File: config.mk
export PLATFORM = sky130hd
export DESIGN_NAME = ddsc_top
export DESIGN_NICKNAME = d
export VERILOG_FILES = /design/src/ddsc_pkg.sv /design/src/ddsc_slew.sv /design/src/ddsc_top.sv
export VERILOG_INCLUDE_DIRS = /design/src /design/src/src
export SDC_FILE = /design/constraint.sdc
export NUM_CORES = 1
export LEC_CHECK = 0
export BUFFER_PORTS_ARGS = -buffer_cell sky130_fd_sc_hd__buf_2
export CORE_MARGIN = 1.5
export CORE_UTILIZATION = 64
export DETAILED_ROUTE_END_ITERATION = 12
export MAX_ROUTING_LAYER = met4
export PLACE_DENSITY = 0.94
export SYNTH_ARGS = -nofsm -noshare
export SYNTH_HDL_FRONTEND = slang
export SYNTH_SLANG_ARGS = --single-unit
export TNS_END_PERCENT = 100
File: constraint.sdc
create_clock -name ref_clk -period 16 [get_ports ref_clk]
set_input_delay 1.6 -clock ref_clk [delete_from_list [all_inputs] [get_ports ref_clk]]
set_output_delay 1.6 -clock ref_clk [all_outputs]
set_load 0.05 [all_outputs]
File: src/ddsc_params.svh
// Purpose: constants for the digital input debounce, edge counter and DAC slew register bank
// Assumes: 100 MHz ref_clk and byte-wide register addresses
// Notes:   all offsets, field positions, reset values and timing counts live here
`ifndef DDSC_PARAMS_SVH
`define DDSC_PARAMS_SVH

// register offsets
`define DDSC_ADDR_DIN1         8'h04
`define DDSC_ADDR_DIN2         8'h05
`define DDSC_ADDR_OUT          8'h06
`define DDSC_ADDR_COUNT        8'h10
// reset values
`define DDSC_RST_DIN1          16'h000b
`define DDSC_RST_DIN2          16'h0000
`define DDSC_RST_OUT           16'h0000
// writable bit masks, reserved bits read zero
`define DDSC_MASK_DIN1         16'hffdf
`define DDSC_MASK_DIN2         16'h07ff
`define DDSC_MASK_OUT          16'h00ff
// first input register fields
`define DDSC_B_COUNT_EN        15
`define DDSC_B_INVERT          14
`define DDSC_B_COMP_EN         13
`define DDSC_B_SINK_SCALE      12
`define DDSC_F_SINK_HI         11
`define DDSC_F_SINK_LO         7
`define DDSC_B_DEB_MODE        6
`define DDSC_F_DEB_HI          4
`define DDSC_F_DEB_LO          0
// second input register fields
`define DDSC_B_UNBUF           10
`define DDSC_B_SHORT_DET       9
`define DDSC_B_OPEN_DET        8
`define DDSC_B_THR_REF         7
`define DDSC_F_THR_HI          6
`define DDSC_F_THR_LO          0
// output register fields
`define DDSC_B_VOUT_SPAN       7
`define DDSC_F_SLEW_HI         6
`define DDSC_F_SLEW_LO         5
`define DDSC_F_STEP_HI         4
`define DDSC_F_STEP_LO         3
`define DDSC_F_RATE_HI         2
`define DDSC_F_RATE_LO         1
`define DDSC_B_ILIMIT          0
// slew select codes
`define DDSC_SLEW_NONE         2'h0
`define DDSC_SLEW_LINEAR       2'h1
`define DDSC_SLEW_MODEM        2'h2
// debounce codes and timing
`define DDSC_DEB_BYPASS        5'h00
`define DDSC_DEB_RESET_CODE    5'h0b
`define DDSC_DEB_RESET_US      240
`define DDSC_DEB_STEP_US       20
`define DDSC_CLK_NS            10
`define DDSC_TICK_NS           1000
`define DDSC_TICK_CYCLES       (`DDSC_TICK_NS / `DDSC_CLK_NS)
// linear slew step sizes, codes of a 14-bit full scale
`define DDSC_STEP0             15'h0083
`define DDSC_STEP1             15'h00f6
`define DDSC_STEP2             15'h03e7
`define DDSC_STEP3             15'h0e35
// linear slew update rates, period rounded down to whole cycles
`define DDSC_RATE0_HZ          4000
`define DDSC_RATE1_HZ          64000
`define DDSC_RATE2_HZ          150000
`define DDSC_RATE3_HZ          240000
`define DDSC_HZ_TO_CYC(f)      (1000000000 / ((f) * `DDSC_CLK_NS))

`endif

File: src/ddsc_pkg.sv
// Purpose: shared types for the register bank and slew engine
// Assumes: 14-bit DAC code, 16-bit registers
// Notes:   constants are in ddsc_params.svh
package ddsc_pkg;
   typedef logic [15:0] ddsc_word_t;   // one register
   typedef logic [13:0] ddsc_dac_t;    // one dac code
   typedef enum logic {SL_IDLE, SL_RUN} ddsc_slew_state_t;  // slew engine state
endpackage : ddsc_pkg

File: src/ddsc_slew.sv
// Purpose: moves the active dac code toward the target under the selected slew mode
// Assumes: target_load pulses when software writes a new target
// Notes:   modem slewing uses the smallest step at the slowest rate
`timescale 1ns/100ps
`default_nettype none
`include "ddsc_params.svh"
module ddsc_slew
   import ddsc_pkg::*;
#(
   parameter int RATE0_CYCLES = `DDSC_HZ_TO_CYC(`DDSC_RATE0_HZ)
) (
   // clock and reset
   input  wire logic       ref_clk,
   input  wire logic       rst_b,
   // configuration
   input  wire logic [1:0] slew_sel,
   input  wire logic [1:0] step_sel,
   input  wire logic [1:0] rate_sel,
   // target
   input  wire ddsc_dac_t  target,
   input  wire logic       target_load,
   // active code
   output var  ddsc_dac_t  dac_code_ff
);
   // update period per rate code
   function automatic logic [14:0] rate_cyc(input logic [1:0] r);
      unique case (r)
         2'h0: rate_cyc = 15'(RATE0_CYCLES);
         2'h1: rate_cyc = 15'(`DDSC_HZ_TO_CYC(`DDSC_RATE1_HZ));
         2'h2: rate_cyc = 15'(`DDSC_HZ_TO_CYC(`DDSC_RATE2_HZ));
         2'h3: rate_cyc = 15'(`DDSC_HZ_TO_CYC(`DDSC_RATE3_HZ));
      endcase
   endfunction : rate_cyc

   // step size per step code
   function automatic logic [14:0] step_sz(input logic [1:0] s);
      unique case (s)
         2'h0: step_sz = `DDSC_STEP0;
         2'h1: step_sz = `DDSC_STEP1;
         2'h2: step_sz = `DDSC_STEP2;
         2'h3: step_sz = `DDSC_STEP3;
      endcase
   endfunction : step_sz

   logic [14:0]      tick_cnt_ff;   // update tick prescaler
   ddsc_slew_state_t state_ff;      // idle or moving
   wire logic        is_lin  = (slew_sel == `DDSC_SLEW_LINEAR);
   wire logic        is_mod  = (slew_sel == `DDSC_SLEW_MODEM);
   wire logic        active  = is_lin | is_mod;
   wire logic [14:0] period  = is_mod ? rate_cyc(2'h0) : rate_cyc(rate_sel);
   wire logic [14:0] step    = is_mod ? step_sz(2'h0) : step_sz(step_sel);
   wire logic        tick    = active & (tick_cnt_ff >= period - 15'h0001);
   wire logic        up      = (target > dac_code_ff);
   wire logic [14:0] gap     = up ? 15'({1'b0, target} - {1'b0, dac_code_ff})
                                  : 15'({1'b0, dac_code_ff} - {1'b0, target});
   wire logic        land    = (gap <= step);
   wire logic [14:0] moved   = up ? 15'({1'b0, dac_code_ff} + step)
                                  : 15'({1'b0, dac_code_ff} - step);
   // next code: exact landing, no overshoot
   wire ddsc_dac_t   nxt_code = land ? target : moved[13:0];
   wire ddsc_slew_state_t nxt_state = (active && target != dac_code_ff) ? SL_RUN : SL_IDLE;

   // prescaler; stops when slewing is off
   always_ff @(posedge ref_clk or negedge rst_b) begin
      if (!rst_b) tick_cnt_ff <= 15'h0000;
      else if (!active || tick) tick_cnt_ff <= 15'h0000;
      else tick_cnt_ff <= tick_cnt_ff + 15'h0001;
   end

   // active code update
   always_ff @(posedge ref_clk or negedge rst_b) begin
      if (!rst_b) begin
         dac_code_ff <= '0;
         state_ff    <= SL_IDLE;
      end else begin
         state_ff <= nxt_state;
         if (!active && target_load) dac_code_ff <= target;  // direct load
         else if (state_ff == SL_RUN && tick) dac_code_ff <= nxt_code;
      end
   end

   // no code change while slewing is off, except a direct load
   slew_stop_a: assert property (@(posedge ref_clk) disable iff (!rst_b)
      (!$past(active) && !$past(target_load)) |-> $stable(dac_code_ff))
      else $error("dac code moved with slewing off");
   // linear slew never passes the target on the way up
   no_overshoot_a: assert property (@(posedge ref_clk) disable iff (!rst_b)
      ($past(is_lin) && $past(up) && $changed(dac_code_ff)) |-> dac_code_ff <= $past(target))
      else $error("linear slew overshot target");
endmodule : ddsc_slew
`default_nettype wire

File: src/ddsc_top.sv
// Purpose: digital input and output setup registers with debounce, edge counter and slew
// Assumes: register access and comparator input synchronous to ref_clk
// Notes:   analog paths only see the register fields on the setup register outputs
`timescale 1ns/100ps
`default_nettype none
`include "ddsc_params.svh"
module ddsc_top
   import ddsc_pkg::*;
#(
   parameter int RATE0_CYCLES  = `DDSC_HZ_TO_CYC(`DDSC_RATE0_HZ),
   parameter int DEB_RESET_US  = `DDSC_DEB_RESET_US,
   parameter int DEB_STEP_US   = `DDSC_DEB_STEP_US
) (
   // clock and reset
   input  wire logic       ref_clk,
   input  wire logic       rst_b,
   // register access
   input  wire logic [7:0] reg_addr,
   input  wire ddsc_word_t reg_wdata,
   input  wire logic       reg_wr,
   input  wire logic       reg_rd,
   output var  ddsc_word_t reg_rdata_ff,
   // channel function register write event
   input  wire logic       chfunc_wr,
   input  wire logic       chfunc_comp_en,
   // comparator and dac target
   input  wire logic       comp_raw,
   input  wire ddsc_dac_t  dac_target,
   input  wire logic       dac_target_load,
   // register contents to the analog side
   output var  ddsc_word_t din_setup_one_ff,
   output var  ddsc_word_t din_setup_two_ff,
   output var  ddsc_word_t output_setup_ff,
   // digital input state
   output var  logic       din_debounced_ff,
   output var  ddsc_word_t edge_count_ff,
   // active dac code
   output var  ddsc_dac_t  dac_code_ff
);
   // debounce threshold in microsecond ticks per time code
   function automatic logic [11:0] deb_thr(input logic [4:0] c);
      if (c == `DDSC_DEB_RESET_CODE) deb_thr = 12'(DEB_RESET_US);
      else deb_thr = 12'(DEB_STEP_US * int'(c));
   endfunction : deb_thr

   // register decode
   wire logic wr_din1 = reg_wr & (reg_addr == `DDSC_ADDR_DIN1);
   wire logic wr_din2 = reg_wr & (reg_addr == `DDSC_ADDR_DIN2);
   wire logic wr_out  = reg_wr & (reg_addr == `DDSC_ADDR_OUT);

   // field views
   wire logic       cnt_en   = din_setup_one_ff[`DDSC_B_COUNT_EN];
   wire logic       inv      = din_setup_one_ff[`DDSC_B_INVERT];
   wire logic       comp_en  = din_setup_one_ff[`DDSC_B_COMP_EN];
   wire logic       deb_mode = din_setup_one_ff[`DDSC_B_DEB_MODE];
   wire logic [4:0] deb_code = din_setup_one_ff[`DDSC_F_DEB_HI:`DDSC_F_DEB_LO];
   wire logic [11:0] thr     = deb_thr(deb_code);

   // first input register, next value
   wire ddsc_word_t din1_wr   = reg_wdata & `DDSC_MASK_DIN1;
   wire ddsc_word_t din1_base = wr_din1 ? din1_wr : din_setup_one_ff;
   logic [15:0]     nxt_din1;
   always_comb begin
      nxt_din1 = din1_base;
      if (chfunc_wr) begin
         nxt_din1[`DDSC_F_SINK_HI:`DDSC_F_SINK_LO] = 5'h00;
         nxt_din1[`DDSC_B_COMP_EN] = chfunc_comp_en;
      end
   end

   // register storage; fields drive the analog side directly
   always_ff @(posedge ref_clk or negedge rst_b) begin
      if (!rst_b) begin
         din_setup_one_ff <= `DDSC_RST_DIN1;
         din_setup_two_ff <= `DDSC_RST_DIN2;
         output_setup_ff  <= `DDSC_RST_OUT;
      end else begin
         din_setup_one_ff <= nxt_din1;
         if (wr_din2) din_setup_two_ff <= reg_wdata & `DDSC_MASK_DIN2;
         if (wr_out)  output_setup_ff  <= reg_wdata & `DDSC_MASK_OUT;
      end
   end

   // read mux, unmapped reads zero
   wire ddsc_word_t nxt_rdata =
      (reg_addr == `DDSC_ADDR_DIN1)  ? din_setup_one_ff :
      (reg_addr == `DDSC_ADDR_DIN2)  ? din_setup_two_ff :
      (reg_addr == `DDSC_ADDR_OUT)   ? output_setup_ff  :
      (reg_addr == `DDSC_ADDR_COUNT) ? edge_count_ff    : 16'h0000;

   // read data register
   always_ff @(posedge ref_clk or negedge rst_b) begin
      if (!rst_b) reg_rdata_ff <= 16'h0000;
      else if (reg_rd) reg_rdata_ff <= nxt_rdata;
   end

   // comparator after enable and inversion
   wire logic din_pre = comp_en & (comp_raw ^ inv);

   // microsecond tick for debounce
   logic [11:0] pre_cnt_ff;  // tick prescaler
   wire logic   us_tick = (pre_cnt_ff == 12'(`DDSC_TICK_CYCLES - 1));
   always_ff @(posedge ref_clk or negedge rst_b) begin
      if (!rst_b) pre_cnt_ff <= 12'h000;
      else if (us_tick) pre_cnt_ff <= 12'h000;
      else pre_cnt_ff <= pre_cnt_ff + 12'h001;
   end

   // debounce counter next value
   logic [11:0] deb_cnt_ff;   // debounce counter
   logic [11:0] nxt_deb_cnt;
   logic        nxt_deb_out;
   always_comb begin
      nxt_deb_cnt = deb_cnt_ff;
      nxt_deb_out = din_debounced_ff;
      if (deb_code == `DDSC_DEB_BYPASS) begin
         nxt_deb_cnt = 12'h000;
         nxt_deb_out = din_pre;
      end else if (deb_mode) begin
         // simple counter: clears at once on deassert
         if (!din_pre) nxt_deb_cnt = 12'h000;
         else if (us_tick && deb_cnt_ff < thr) nxt_deb_cnt = deb_cnt_ff + 12'h001;
         nxt_deb_out = din_pre & (nxt_deb_cnt >= thr);
      end else begin
         // integrator: up while asserted, down while not
         if (us_tick && din_pre && deb_cnt_ff < thr) nxt_deb_cnt = deb_cnt_ff + 12'h001;
         else if (us_tick && !din_pre && deb_cnt_ff != 12'h000)
            nxt_deb_cnt = deb_cnt_ff - 12'h001;
         if (nxt_deb_cnt >= thr) nxt_deb_out = 1'b1;
         else if (nxt_deb_cnt == 12'h000) nxt_deb_out = 1'b0;
      end
   end

   // debounce state
   always_ff @(posedge ref_clk or negedge rst_b) begin
      if (!rst_b) begin
         deb_cnt_ff       <= 12'h000;
         din_debounced_ff <= 1'b0;
      end else begin
         deb_cnt_ff       <= nxt_deb_cnt;
         din_debounced_ff <= nxt_deb_out;
      end
   end

   // edge detect on the debounced input
   logic      deb_prev_ff;  // debounced value one cycle back
   wire logic rise    = din_debounced_ff & ~deb_prev_ff;
   wire logic fall    = ~din_debounced_ff & deb_prev_ff;
   wire logic cnt_inc = cnt_en & (inv ? fall : rise);

   // edge counter
   always_ff @(posedge ref_clk or negedge rst_b) begin
      if (!rst_b) begin
         deb_prev_ff   <= 1'b0;
         edge_count_ff <= 16'h0000;
      end else begin
         deb_prev_ff <= din_debounced_ff;
         if (cnt_inc) edge_count_ff <= edge_count_ff + 16'h0001;
      end
   end

   // dac slew engine
   ddsc_slew #(
      .RATE0_CYCLES (RATE0_CYCLES)
   ) u_slew (
      .ref_clk     (ref_clk),
      .rst_b       (rst_b),
      .slew_sel    (output_setup_ff[`DDSC_F_SLEW_HI:`DDSC_F_SLEW_LO]),
      .step_sel    (output_setup_ff[`DDSC_F_STEP_HI:`DDSC_F_STEP_LO]),
      .rate_sel    (output_setup_ff[`DDSC_F_RATE_HI:`DDSC_F_RATE_LO]),
      .target      (dac_target),
      .target_load (dac_target_load),
      .dac_code_ff (dac_code_ff)
   );

   // rising edges counted when not inverted
   count_rise_a: assert property (@(posedge ref_clk) disable iff (!rst_b)
      (cnt_en && !inv && din_debounced_ff && !deb_prev_ff) |=>
         edge_count_ff == $past(edge_count_ff) + 16'h0001)
      else $error("rising edge not counted");
   // falling edges counted when inverted
   count_fall_a: assert property (@(posedge ref_clk) disable iff (!rst_b)
      (cnt_en && inv && !din_debounced_ff && deb_prev_ff) |=>
         edge_count_ff == $past(edge_count_ff) + 16'h0001)
      else $error("falling edge not counted");
   // counter register readable
   count_read_a: assert property (@(posedge ref_clk) disable iff (!rst_b)
      (reg_rd && reg_addr == `DDSC_ADDR_COUNT) |=> reg_rdata_ff == $past(edge_count_ff))
      else $error("counter read wrong");
   // channel write clears sink code
   sink_clear_a: assert property (@(posedge ref_clk) disable iff (!rst_b)
      chfunc_wr |=> din_setup_one_ff[`DDSC_F_SINK_HI:`DDSC_F_SINK_LO] == 5'h00)
      else $error("sink code not cleared");
   // channel write sets comparator enable
   comp_enable_a: assert property (@(posedge ref_clk) disable iff (!rst_b)
      chfunc_wr |=> din_setup_one_ff[`DDSC_B_COMP_EN] == $past(chfunc_comp_en))
      else $error("comparator enable not updated");
   // bypass passes comparator straight through
   deb_bypass_a: assert property (@(posedge ref_clk) disable iff (!rst_b)
      (deb_code == `DDSC_DEB_BYPASS) |=> din_debounced_ff == $past(comp_en & (comp_raw ^ inv)))
      else $error("bypass output wrong");
   // mode 1 clears on deassert
   deb_clear_a: assert property (@(posedge ref_clk) disable iff (!rst_b)
      (deb_mode && deb_code != `DDSC_DEB_BYPASS && !din_pre) |=>
         (deb_cnt_ff == 12'h000 && !din_debounced_ff))
      else $error("mode 1 did not clear");
   // integrator counts down by one per tick
   deb_down_a: assert property (@(posedge ref_clk) disable iff (!rst_b)
      (!deb_mode && deb_code != `DDSC_DEB_BYPASS && us_tick && !din_pre &&
       deb_cnt_ff != 12'h000) |=> deb_cnt_ff == $past(deb_cnt_ff) - 12'h001)
      else $error("integrator did not count down");
   // output register keeps reserved bits zero
   out_reserved_a: assert property (@(posedge ref_clk) disable iff (!rst_b)
      wr_out |=> output_setup_ff == ($past(reg_wdata) & `DDSC_MASK_OUT))
      else $error("output register write wrong");
endmodule : ddsc_top
`default_nettype wire

## Yosys cells after proc, flatten, opt, wreduce, memory -nomap -nowiden

Cells that the tools add are included.

- Equal/unequal tests: 15
- $lt $le $gt $ge: 6
- Bitwise operators: 13
- Muxes and demuxes: 35
- $mul: 1
- Reduce and logical (&&, ||, !) cells: 19
- $add $sub $neg: 10

Operators by type and width:

| operator | count |
|---|---|
| 12-bit two-way mux | 11 |
| 15-bit one-hot mux with 4 select lines | 2 |
| 14-bit two-way mux | 5 |
| 16-bit two-way mux | 4 |
| 15-bit two-way mux | 4 |
| 14-bit by 14-bit subtractor with 15-bit output | 2 |
| 12-bit by 1-bit adder with 12-bit output, second input constant | 2 |
| 8-bit by 3-bit == test with 1-bit output, second input constant | 3 |
| 12-bit by 10-bit >= comparator with 1-bit output | 2 |
| 16-bit by 1-bit adder with 16-bit output, second input constant | 1 |
| 15-bit by 1-bit adder with 15-bit output, second input constant | 1 |
| 15-bit >= comparator | 1 |
| 15-bit less-or-equal comparator | 1 |
| 15-bit by 1-bit subtractor with 15-bit output, second input constant | 1 |
| 14-bit adder | 1 |
| 14-bit > comparator | 1 |
| 14-bit inequality test | 1 |
| 14-bit subtractor | 1 |
| 12-bit by 7-bit == test with 1-bit output, second input constant | 1 |
| 12-bit zero test | 1 |
| 12-bit by 10-bit < comparator with 1-bit output | 1 |
| 12-bit nonzero test | 1 |
| 12-bit by 1-bit subtractor with 12-bit output, second input constant | 1 |
| 2-bit == test, second input constant | 5 |
| 18 further kinds | 45 |

- Input bits: 46
- Register bits: 122
- Logic and storage cells: 112

## Longest topological paths before layout

Gate-level depths: netlist (run 1).

- Word-level depth: 14
- Gate-level depth with buffers: 26

## By module

Synthesis (run 1) repeated with hierarchy kept, for this count alone.

- Cells, all modules: 1124
- Area, all modules: 10059.6 µm²

Modules (own cells, without submodules):

| module | area each (µm²) | times used | cells each |
|---|---|---|---|
| ddsc_top | 5647.9 | 1 | 569 |
| ddsc_slew | 4411.7 | 1 | 555 |

## Least setup slack after synthesis (run 1)

OpenSTA, ideal clock, no wires.

- Path type: input to register
- Start point: in dac_target[7]
- End point: reg u_slew.dac_code_ff[13]
- Path buffers: 4
- Data required time: 15.874 ns
- Library setup time: 0.126 ns
- Data arrival time: 6.250 ns
- Stages on the path: 24
- Path slack: 9.624 ns
- Cells stage by stage: inv_1 -> ha_1 -> buf_2 -> and4_1 -> nand2_1 -> or3_1 -> clkbuf_1 -> o211ai_1 -> nand2_1 -> inv_1 -> buf_2 -> buf_1 -> nor2_1 -> xor2_1 -> ha_1 -> o31ai_1 -> a21oi_1 -> a2111o_1 -> a21o_1 -> a21oi_1 -> o21ai_0 -> xnor2_1 -> nor4b_4 -> a311o_1

- Word-level cells in the longest chain between the ends: 6
- Elaborated cells between the ends (all ways): 9
- Classes of those cells: 2 x add/sub; 2 x order compare; 5 x mux

Ends and longest elaborated chain:

| element | line | RTL |
|---|---|---|
| start, declared | ddsc_top.sv:28 | `input wire ddsc_dac_t dac_target,` |
| 14-bit by 14-bit subtractor with 15-bit output, or another cell as far along | ddsc_slew.sv:55 | `: 15'({1'b0, dac_code_ff} - {1'b0, target});` |
| 15-bit two-way mux | ddsc_slew.sv:54 | `wire logic [14:0] gap = up ? 15'({1'b0, target} - {1'b0, dac_code_ff})` |
| 15-bit less-or-equal comparator | ddsc_slew.sv:56 | `wire logic land = (gap <= step);` |
| 14-bit two-way mux * | ddsc_slew.sv:60 | `wire ddsc_dac_t nxt_code = land ? target : moved[13:0];` |
| 14-bit two-way mux * | ddsc_slew.sv:78 | `else if (state_ff == SL_RUN && tick) dac_code_ff <= nxt_code;` |
| 14-bit two-way mux * | ddsc_slew.sv:77 | `if (!active && target_load) dac_code_ff <= target;` |
| end signal, assigned | ddsc_slew.sv:77 |  |
| end signal, assigned | ddsc_slew.sv:78 |  |
| end, declared | ddsc_slew.sv:23 | `output var ddsc_dac_t dac_code_ff` |

Mark *: on every way between the ends. The rest lies on a longest branch, timed or not. The select of a mux whose other input is x is not followed.
A chain may end at the register's enable or synchronous reset.

## Final worst setup path (run 1)

Ends and elaborated chain as after synthesis.

==> flow_summary.json, run 1 <==
{
  "outcome": "complete, no violations",
  "grt_pass1_vias": 8703,
  "rows": 45,
  "syn_avg_cell_area_um2": 9.030,
  "fin_cells": 1394,
  "finalSetupViolCount": 0,
  "via_per_inst": 6.413,
  "worst_slew_margin_rel_pct": 41.23,
  "crit_end": "u_slew.dac_code_ff[13]$_DFFE_PN0P_",
  "postCtsHoldBufs": 0,
  "yosys.area.top_type_share_pct": 30.42,
  "startpoint": "dac_target[7]",
  "postRouteAntennaNets": 0,
  "synth_simple_gate_area_share_pct": 17.33,
  "power_leakage_nw": 5.582,
  "drtPass1Iterations": 5,
  "min_path_type": "reg -> reg",
  "cts.sinks": 122,
  "hold_viol_final": 0,
  "synthAdderAreaFrac_pct": 15.52,
  "cp_data_arrival_time_ns": 7.35,
  "power_density_mw_per_mm2": 153.5,
  "num_vias": 8940,
  "root_buffer": "clkbuf_16",
  "finalCritPeriodShare_pct": 44.01,
  "skew_ns": 0.008888,
  "dp_hpwl_um": 19350,
  "ctsLongestPathBuffers": 2,
  "r2r-start": "din_setup_one_ff[0]$_DFFE_PN1P_",
  "synth_compound_area_share_pct": 17.01,
  "grt_setup_unrepaired": "no",
  "syn_inst": 1084,
  "postCtsSetupBuffers": 0,
  "setup_tns_ns": 0,
  "grt_pass1_wl_um": 43880,
  "synth_cell_type_count": 71,
  "start_kind": "input pin",
  "die-area_mm2": 0.01605,
  "routedWlPerCell_um": 19.39,
  "num-nets-final": 1359,
  "worstReg2RegEnd": "din_debounced_ff$_DFFE_PN0P_",
  "path_clk_slew_ns": 0.06,
  "areaGrowthSynthToFinish_pct": 12.67,
  "path_max_fanout": 21,
  "grt_use_total_pct": 35.46,
  "fmax_mhz": 142.0,
  "r2r_slack_ns": 9.41,
  "gp_congestion": 0.9527,
  "synth_top_family_by_area": "simple AND/OR/NAND/NOR gates",
  "core_area_mm2": 0.01509,
  "synth_most_common_cell": "dfrtp_1",
  "seq_area_frac_synth_pct": 31.23,
  "ys_seq_elements": 122,
  "synth.cell_area_mm2": 0.009788,
  "required_ns": 16.31,
  "synth_xor_area_share_pct": 7.337,
  "endpoint_kind": "flip-flop",
  "htreeDepth": 4,
  "grt_antenna_before_repair": 0,
  "finalMaxSlewViolations": 0,
  "synth_area_leader_cell": "dfrtp_1",
  "cts-resized-gates": 0,
  "synthTopCellsByArea": "dfrtp_1 (30%), ha_1 (15%), xnor2_1 (3.9%), a21oi_1 (3.9%), mux2_2 (3.8%)",
  "path_class": "in -> reg",
  "yosys-top-cells-count": "dfrtp_1 (119), ha_1 (115), nor2_1 (87)",
  "cts_tree": "yes",
  "fill_cells": 1018,
  "timing_worst_slew_pin_value_ns": 0.8815,
  "timing.max_cap.violations": 0,
  "ioPinCount": 141,
  "synth_edf_count": 0,
  "io_buffers": 126,
  "timing.final.crit_period_ns": 7.042,
  "die_w_um": 126.7,
  "layout-drive-gt1-share_pct": 17.99,
  "first_iter_violations": 847,
  "yosysWarnings": 0,
  "worstSkewPairLatency_ns": 0.43,
  "routed_wl_um": 27040,
  "die_h_um": 126.7,
  "cts_buffers": 17,
  "grt_overflow": 0,
  "diodes": 0,
  "vdd_drop_max_v": 0.0001081,
  "synthFlopType": "dfrtp_1",
  "grt_max_degree": 67,
  "ys_async_sr_fraction_pct": 100.0,
  "synthMuxAreaShare_pct": 6.366,
  "reg2reg_depth": 24,
  "dp_cells": 1363,
  "start_util_pct": 64.87,
  "drc_errors": 0
}
==> stage by stage <==
step	util [%]	power [mW]	area, um2	setup slack, ns	hold slack [ns]
finish	73.08	1.693	11030	8.958	0.4893
global route	73.08	1.803	11030	8.603	0.5044
CTS	73.08	1.677	11030	9.060	0.4943
detailed placement	69.47	1.311	10480	8.612	0.4890
global placement	69.47	1.290	10480	8.767	0.4663
floorplan	-	1.101	9837	9.624	0.4474
==> where the power goes <==
part / switching, mW / internal, mW / total [mW]
clock: 0.158 / 0.200 / 0.358
combinational: 0.588 / 0.365 / 0.953
sequential: 0.0461 / 0.336 / 0.382
total: 0.792 / 0.901 / 1.69
==> cells by family (layout without fill, tap and decap cells) <==
group / after synthesis / count (layout)
and+or+nand+nor: 334 / 334
AOI/OAI and AO/OA: 254 / 254
DFF: 122 / 122
muxes: 58 / 58
adders and majority gates: 119 / 119
buffers and inverters: 113 / 222
other: 2 / 15
xor gates and xnor gates: 82 / 82
==> flip-flops by register name, indices dropped and copies added (netlist names) <==
name	cells
deb_prev_ff	1
edge_count_ff	16
pre_cnt_ff	12
din_setup_two_ff	11
deb_cnt_ff	12
u_slew.tick_cnt_ff	15
u_slew.dac_code_ff	14
output_setup_ff	8
din_setup_one_ff	15
din_debounced_ff	1
reg_rdata_ff	16
u_slew.state_ff	1
==> metal layers <==
layer  up-vias  wire length [um]  GRT usage, %
li1       4089                 -             -
met4         0               972         15.78
met5         -                 0             -
met3       102              2328         8.267
met1      4265             10880         43.55
met2       484             12860         56.16
==> worst max-delay path, cell delays in order <==
cell,delay [ns]
buf_2,0.11
inv_1,0.05
ha_1,0.45
and4_1,0.31
nand2_1,0.13
or3_1,0.55
o211ai_1,0.22
nand2_1,0.31
inv_1,0.63
mux2i_1,0.23
a221oi_1,0.38
xnor2_1,0.18
ha_1,0.27
a21oi_1,0.15
nor2b_1,0.07
o21ai_0,0.14
nand2b_1,0.07
a21oi_1,0.16
a31oi_1,0.11
o31ai_2,0.33
a31oi_4,0.32
nor4b_4,0.24
a311o_1,0.32
==> cell type report <==
cell class | instances | area, um2 | area share [%]
Multi-Input combinational cell | 862 | 6291 | 57.05
Sequential cell | 122 | 3057 | 27.72
Timing Repair Buffer | 132 | 678.2 | 6.149
Clock buffer | 17 | 425.4 | 3.857
Tap cell | 188 | 235.2 | 2.133
Inverter | 59 | 221.5 | 2.008
Clock inverter | 14 | 120.1 | 1.089
==> cells in the final DEF, fill, tap and decap left out, types with 5 or more instances in the layout <==
cell type | synthesis | routed
nor3_1 | 18 | 18
nand4_1 | 15 | 15
ha_1 | 115 | 115
o31ai_1 | 5 | 5
o21ai_0 | 36 | 36
a31oi_1 | 11 | 11
mux2_2 | 33 | 33
xnor2_1 | 44 | 44
nand2b_1 | 17 | 17
a21oi_1 | 76 | 76
buf_4 | 14 | 7
o211ai_1 | 7 | 7
and3_1 | 22 | 22
a221oi_1 | 9 | 9
a21o_1 | 34 | 34
clkbuf_16 | 0 | 17
o21ai_1 | 14 | 14
inv_1 | 59 | 59
xor2_1 | 38 | 38
o21a_1 | 6 | 6
or3_1 | 12 | 12
nand2_1 | 75 | 75
and4_1 | 5 | 5
nand3_1 | 35 | 35
conb_1 | 2 | 15
nor2_1 | 87 | 87
nor2b_1 | 12 | 12
and2_1 | 9 | 9
a22oi_1 | 9 | 9
mux2i_1 | 24 | 24
buf_2 | 8 | 125
dfrtp_1 | 119 | 119
a22o_1 | 7 | 7
==> worst min-delay path by stage <==
stage                            start                      end  slack (ns)  cells past startpoint
2_1_floorplan  pre_cnt_ff[0]$_DFF_PN0_  pre_cnt_ff[0]$_DFF_PN0_        0.45                      1
3_3_place_gp   pre_cnt_ff[0]$_DFF_PN0_  pre_cnt_ff[0]$_DFF_PN0_        0.47                      1
3_5_place_dp   pre_cnt_ff[0]$_DFF_PN0_  pre_cnt_ff[0]$_DFF_PN0_        0.49                      1
4_1_cts        pre_cnt_ff[0]$_DFF_PN0_  pre_cnt_ff[0]$_DFF_PN0_        0.49                      1
5_1_grt        pre_cnt_ff[0]$_DFF_PN0_  pre_cnt_ff[0]$_DFF_PN0_        0.50                      1
6_report       pre_cnt_ff[0]$_DFF_PN0_  pre_cnt_ff[0]$_DFF_PN0_        0.49                      1
Power figures use the tool's default switching activity.
==> run 2, diff against run 1 <==
--- a/config.mk
+++ b/config.mk
@@ -8,10 +8,10 @@
 export LEC_CHECK = 0
 export BUFFER_PORTS_ARGS = -buffer_cell sky130_fd_sc_hd__buf_2
 export CORE_MARGIN = 1.5
-export CORE_UTILIZATION = 64
+export CORE_UTILIZATION = 53
 export DETAILED_ROUTE_END_ITERATION = 12
 export MAX_ROUTING_LAYER = met4
-export PLACE_DENSITY = 0.94
+export PLACE_DENSITY = 0.84
 export SYNTH_ARGS = -nofsm -noshare
 export SYNTH_HDL_FRONTEND = slang
 export SYNTH_SLANG_ARGS = --single-unit
==> constraint.sdc (replaced) <==
create_clock -name ref_clk -period 6.21 [get_ports ref_clk]
set_input_delay 0.621 -clock ref_clk [delete_from_list [all_inputs] [get_ports ref_clk]]
set_output_delay 0.621 -clock ref_clk [all_outputs]
set_load 0.05 [all_outputs]
==> flow_summary.json, run 2 (same netlist as run 1, synthesis figures left out) <==
{
  "outcome": "complete, no violations",
  "first_iter_violations": 622,
  "timing.final.crit_period_ns": 5.786,
  "postRouteAntennaNets": 0,
  "rows": 49,
  "diodes": 0,
  "worstSkewPairLatency_ns": 0.43,
  "cts.sinks": 122,
  "start_kind": "flip-flop",
  "drtPass1Iterations": 5,
  "path_class": "reg -> reg",
  "num-nets-final": 1373,
  "swShare_pct": 45.99,
  "setup_tns_ns": 0,
  "cts-resized-gates": 0,
  "ctsLongestPathBuffers": 2,
  "power_leakage_nw": 5.655,
  "drc_errors": 0,
  "die_h_um": 138.9,
  "grt_pass1_vias": 8541,
  "worst_slew_margin_rel_pct": 41.78,
  "power_density_mw_per_mm2": 386.7,
  "gp_congestion": 0.9740,
  "required_ns": 6.51,
  "timing_worst_slew_pin_value_ns": 0.8732,
  "fill_cells": 1469,
  "io_buffers": 126,
  "seq_area_mm2": 0.003057,
  "top_regs": "edge_count_ff x16, reg_rdata_ff x16",
  "finalCritPeriodShare_pct": 93.17,
  "final_cell_mix": "buf_2 (125), dfrtp_1 (119), ha_1 (115), nor2_1 (87), a21oi_1 (76)",
  "grt_max_degree": 66,
  "path_clk_slew_ns": 0.06,
  "postCtsSetupBuffers": 0,
  "power_frac_clock_pct": 21.4,
  "grt_antenna_before_repair": 0,
  "root_buffer": "clkbuf_16",
  "postCtsHoldBufs": 0,
  "htreeDepth": 4,
  "grt_pass1_wl_um": 42950,
  "vdd_drop_max_v": 0.0002853,
  "ioPinCount": 141,
  "cts_tree": "yes",
  "routedWlPerCell_um": 18.14,
  "power.total_mw": 4.324,
  "grt_use_total_pct": 28.13,
  "finalMaxSlewViolations": 0,
  "die-area_mm2": 0.01929,
  "core_area_mm2": 0.01802,
  "multi_input_area_mm2": 0.006291,
  "combPwrFrac_pct": 55.8,
  "seq_power_share_pct": 22.8,
  "fmax_mhz": 172.8,
  "routed_wl_um": 26310,
  "grt_overflow": 0,
  "grt_setup_unrepaired": "no",
  "hold_viol_final": 0,
  "layout-drive-gt1-share_pct": 18.92,
  "via_per_inst": 6.043,
  "finalSetupViolCount": 0,
  "cts_buffers": 17,
  "dp_hpwl_um": 19180,
  "mostFrequentLayoutCell": "buf_2",
  "start_util_pct": 54.30,
  "endpoint_kind": "flip-flop",
  "cp_data_arrival_time_ns": 6.09,
  "path_max_fanout": 7,
  "min_path_type": "in -> async",
  "p_sw_mw": 1.989,
  "num_vias": 8762,
  "areaGrowthSynthToFinish_pct": 14.24,
  "timing.max_cap.violations": 0,
  "die_w_um": 138.9,
  "fin_util_pct": 62.04,
  "skew_ns": 0.01660,
  "p_int_mw": 2.335
}
==> run 2: cell count changes in the layout (fill, tap and decap cells not counted), sizes merged <==
cell	delta
clkinvlp	-1
inv	+3
buf	+14
clkinv	-2
clkbuf	+1
==> run 2: power by group through the flow <==
stage	Combinational (mW)	Sequential (mW)	Clock, mW
final	2.41	0.985	0.925
after detailed placement	2.37	0.994	0
after global routing	2.65	0.994	0.971
after global placement	2.32	0.991	0
after floorplan	1.65	1.19	0
after CTS	2.39	0.981	0.931
==> run 2: layout make-up <==
class,instances,share of cell area [%]
multi-input cells,862,56.26
well taps,229,2.562
repair buffers,146,7.005
inverters,59,1.981
flip-flops and latches,122,27.34
clock buffers,18,3.838
clock inverters,14,1.018
==> run 2: per-stage QoR <==
step                      instances  hold slack (ns)  worst slack, ns  instance area [um2]
after global routing           1450           0.3856           0.1963                11180
after global placement         1418           0.4776           0.5208                10640
after CTS                      1450           0.3390           0.5717                11180
final                          1450           0.3069           0.4241                11180
after floorplan                1097           0.3254           0.7734                 9837
after detailed placement       1418           0.4956           0.4179                10640
==> run 2: path summary, 6_finish.rpt <==
| kind | endpoint | slack (ns) | cells past startpoint | from |
|---|---|---|---|---|
| max | din_debounced_ff$_DFFE_PN0P_ | 0.42 | 24 | din_setup_one_ff[3]$_DFFE_PN1P_ |
| min | pre_cnt_ff[2]$_DFF_PN0_ | 0.31 | 1 | rst_b |
| max reg2reg | din_debounced_ff$_DFFE_PN0P_ | 0.42 | 24 | din_setup_one_ff[3]$_DFFE_PN1P_ |
| min reg2reg | pre_cnt_ff[0]$_DFF_PN0_ | 0.52 | 1 | pre_cnt_ff[0]$_DFF_PN0_ |
| max in group asynchronous | edge_count_ff[2]$_DFFE_PN0P_ | 4.64 | 2 | rst_b |
| min in group ref_clk | din_setup_one_ff[13]$_DFFE_PN0P_ | 0.39 | 3 | chfunc_comp_en |
==> run 2: worst max-delay path: stages (launching register included) <==
cell,delay (ns)
dfstp_2,0.58
ha_1,0.25
ha_1,0.22
inv_1,0.07
fa_1,0.40
and2_1,0.18
ha_1,0.31
a21o_1,0.17
a21oi_1,0.18
a21oi_1,0.13
nor3_1,0.35
nand2_1,0.21
buf_4,0.19
o21ai_0,0.20
xor2_1,0.29
ha_1,0.29
nor2_1,0.10
nor2_1,0.06
a21o_1,0.15
a21o_1,0.17
a2111oi_0,0.55
and4_1,0.30
o31ai_1,0.08
o221ai_1,0.18
a31oi_1,0.06
==> run 2: layer usage <==
layer / share of wire, % / track usage, % / vias to the layer above / routed length (um)
met2: 47 / 44.87 / 399 / 12350
met3: 7.6 / 5.456 / 79 / 2004
met4: 3.3 / 11.02 / 0 / 869
met5: 0 / - / - / 0
li1: - / - / 4110 / -
met1: 42 / 35.35 / 4174 / 11090
==> run 3, diff against run 2 <==
--- a/config.mk
+++ b/config.mk
@@ -7,10 +7,9 @@
 export NUM_CORES = 1
 export LEC_CHECK = 0
 export BUFFER_PORTS_ARGS = -buffer_cell sky130_fd_sc_hd__buf_2
-export CORE_MARGIN = 1.5
+export CORE_MARGIN = 5
 export CORE_UTILIZATION = 53
 export DETAILED_ROUTE_END_ITERATION = 12
-export MAX_ROUTING_LAYER = met4
 export PLACE_DENSITY = 0.84
 export SYNTH_ARGS = -nofsm -noshare
 export SYNTH_HDL_FRONTEND = slang
==> flow_summary.json, run 3 (same netlist as run 1, synthesis figures left out) <==
{
  "outcome": "complete, no violations",
  "critPathMostFrequentCell": "ha_1",
  "final_cell_mix": "buf_2 (125), dfrtp_1 (119), ha_1 (115), nor2_1 (87), a21oi_1 (76)",
  "finalMaxSlewViolations": 0,
  "vdd_drop_max_v": 0.0002162,
  "min_path_type": "in -> async",
  "p_sw_mw": 2.050,
  "final_area_mm2": 0.01123,
  "htreeDepth": 4,
  "timing_worst_slew_pin_value_ns": 0.9077,
  "swShare_pct": 45.76,
  "cp_cell_sequence": "ha_1 > ha_1 > inv_1 > fa_1 > and2_1 > ha_1 > a21o_1 > a21oi_1 > a21oi_1 > nor3_1 > nand2_1 > buf_4 > o21ai_0 > xor2_1 > ha_1 > nor2_1 > nor2_1 > a21o_1 > a21o_1 > a2111oi_0 > and4_1 > o31ai_1 > o221ai_1 > a31oi_1",
  "grt_setup_unrepaired": "no",
  "grt_pass1_vias": 8804,
  "diodes": 0,
  "ctsLongestPathBuffers": 2,
  "start_util_pct": 54.12,
  "die_w_um": 145.9,
  "cts_tree": "yes",
  "finalCritPeriodShare_pct": 90.96,
  "reg2reg_depth": 24,
  "place_area_mm2": 0.01063,
  "power_frac_clock_pct": 23.0,
  "path_max_fanout": 7,
  "drc_errors": 0,
  "die_h_um": 145.9,
  "mostFrequentLayoutCell": "buf_2",
  "root_buffer": "clkbuf_16",
  "cp_slowest_cell": "dfstp_2",
  "postCtsSetupBuffers": 0,
  "r2r_slack_ns": 0.56,
  "cts-resized-gates": 0,
  "fmax_mhz": 177.0,
  "fin_util_pct": 62.12,
  "required_ns": 6.51,
  "grt_use_total_pct": 25.20,
  "worst_slew_margin_rel_pct": 39.49,
  "r2r-start": "din_setup_one_ff[1]$_DFFE_PN1P_",
  "ioPinCount": 141,
  "routed_wl_um": 26780,
  "grt_pass1_wl_um": 44440,
  "top_regs": "edge_count_ff x16, reg_rdata_ff x16",
  "postRouteAntennaNets": 0,
  "combPwrFrac_pct": 55.0,
  "slowest_delay_ns": 0.59,
  "gp_congestion": 0.9843,
  "drtPass1Iterations": 5,
  "cts.sinks": 122,
  "num-nets-final": 1372,
  "path_clk_slew_ns": 0.07,
  "hold_viol_final": 0,
  "layout-drive-gt1-share_pct": 18.93,
  "timing.max_cap.violations": 0,
  "rows": 49,
  "setup_tns_ns": 0,
  "die-area_mm2": 0.02129,
  "crit_buf_inv": 2,
  "power_leakage_nw": 5.683,
  "seq_power_share_pct": 21.9,
  "worstReg2RegEnd": "din_debounced_ff$_DFFE_PN0P_",
  "core_area_mm2": 0.01809,
  "grt_max_degree": 70,
  "via_per_inst": 6.034,
  "endpoint_kind": "flip-flop",
  "areaGrowthSynthToFinish_pct": 14.78,
  "first_iter_violations": 643,
  "worstSkewPairLatency_ns": 0.43,
  "routedWlPerCell_um": 18.48,
  "dp_hpwl_um": 20120,
  "crit_family": "compound AO/OA/AOI/OAI gates",
  "power_density_mw_per_mm2": 398.9,
  "num_vias": 8743,
  "grt_overflow": 0,
  "postCtsHoldBufs": 0,
  "crit_cells": 24,
  "finalSetupViolCount": 0,
  "cts_buffers": 17,
  "cp_data_arrival_time_ns": 5.95,
  "p_int_mw": 2.431,
  "timing.final.crit_period_ns": 5.649,
  "skew_ns": 0.01494,
  "start_kind": "flip-flop",
  "io_buffers": 126,
  "grt_antenna_before_repair": 0,
  "path_class": "reg -> reg"
}
## run 3: cell count changes in the layout (fill, tap and decap cells not counted), sizes merged
cell      delta
bufinv       +2
clkbuf       -1
buf          -1
clkinv       -2
clkinvlp     -1
inv          +2
## run 3: how the worst max path moves through the flow
stage	startpoint	end	slack [ns]
after global routing	din_setup_one_ff[1]$_DFFE_PN1P_	din_debounced_ff$_DFFE_PN0P_	0.21
after global placement	dac_target[2]	u_slew.dac_code_ff[13]$_DFFE_PN0P_	0.47
final	din_setup_one_ff[1]$_DFFE_PN1P_	din_debounced_ff$_DFFE_PN0P_	0.56
after CTS	din_setup_one_ff[1]$_DFFE_PN1P_	din_debounced_ff$_DFFE_PN0P_	0.66
after floorplan	u_slew.dac_code_ff[7]$_DFFE_PN0P_	u_slew.dac_code_ff[13]$_DFFE_PN0P_	0.77
after detailed placement	dac_target[2]	u_slew.dac_code_ff[13]$_DFFE_PN0P_	0.37
## run 3: power groups by stage
stage               Sequential (mW)  Clock [mW]  Combinational [mW]
finish                        0.983        1.03                2.47
CTS                           0.981        1.03                2.44
floorplan                      1.19           0                1.65
global route                  0.992        1.08                2.71
detailed placement            0.995           0                2.42
global placement              0.991           0                2.36
## run 3: metrics by stage
stage                     power (mW)  std cells  setup WS, ns  hold WS [ns]
after detailed placement       3.411       1417        0.3748        0.4846
after global placement         3.352       1417        0.4700        0.4703
final                          4.481       1449        0.5615        0.2487
after global routing           4.779       1449        0.2136        0.3089
after CTS                      4.453       1449        0.6590        0.2685
after floorplan                2.837       1097        0.7734        0.3254
## run 3: cell type report
cell class                 count  area (um2)
sequential                   122        3057
clock inverter                15       177.7
timing repair buffer         145       775.7
multi-input combinational    862        6291
fill                        1452        6852
clock buffer                  17       425.4
inverter                      59       221.5
tap                          229       286.5
## run 3: worst register-to-register path: cells and delay by family (launching register included)
family | cells | cell delay [ns]
simple gates | 6 | 1.19
flops | 1 | 0.59
fa+ha+maj | 5 | 1.44
buf+inv | 2 | 0.26
xor+xnor | 1 | 0.27
compound gates | 10 | 1.78
## run 3: layer usage
metal  share of wire, %  track usage, %  wire (um)  vias up
met3                8.3           6.260       2214       65
met2                 47           41.47      12620      384
met1                 41           31.86      11050     4180
met4                3.4           10.11        898        0
met5                  0               0          0        -
li1                   -               -          -     4114
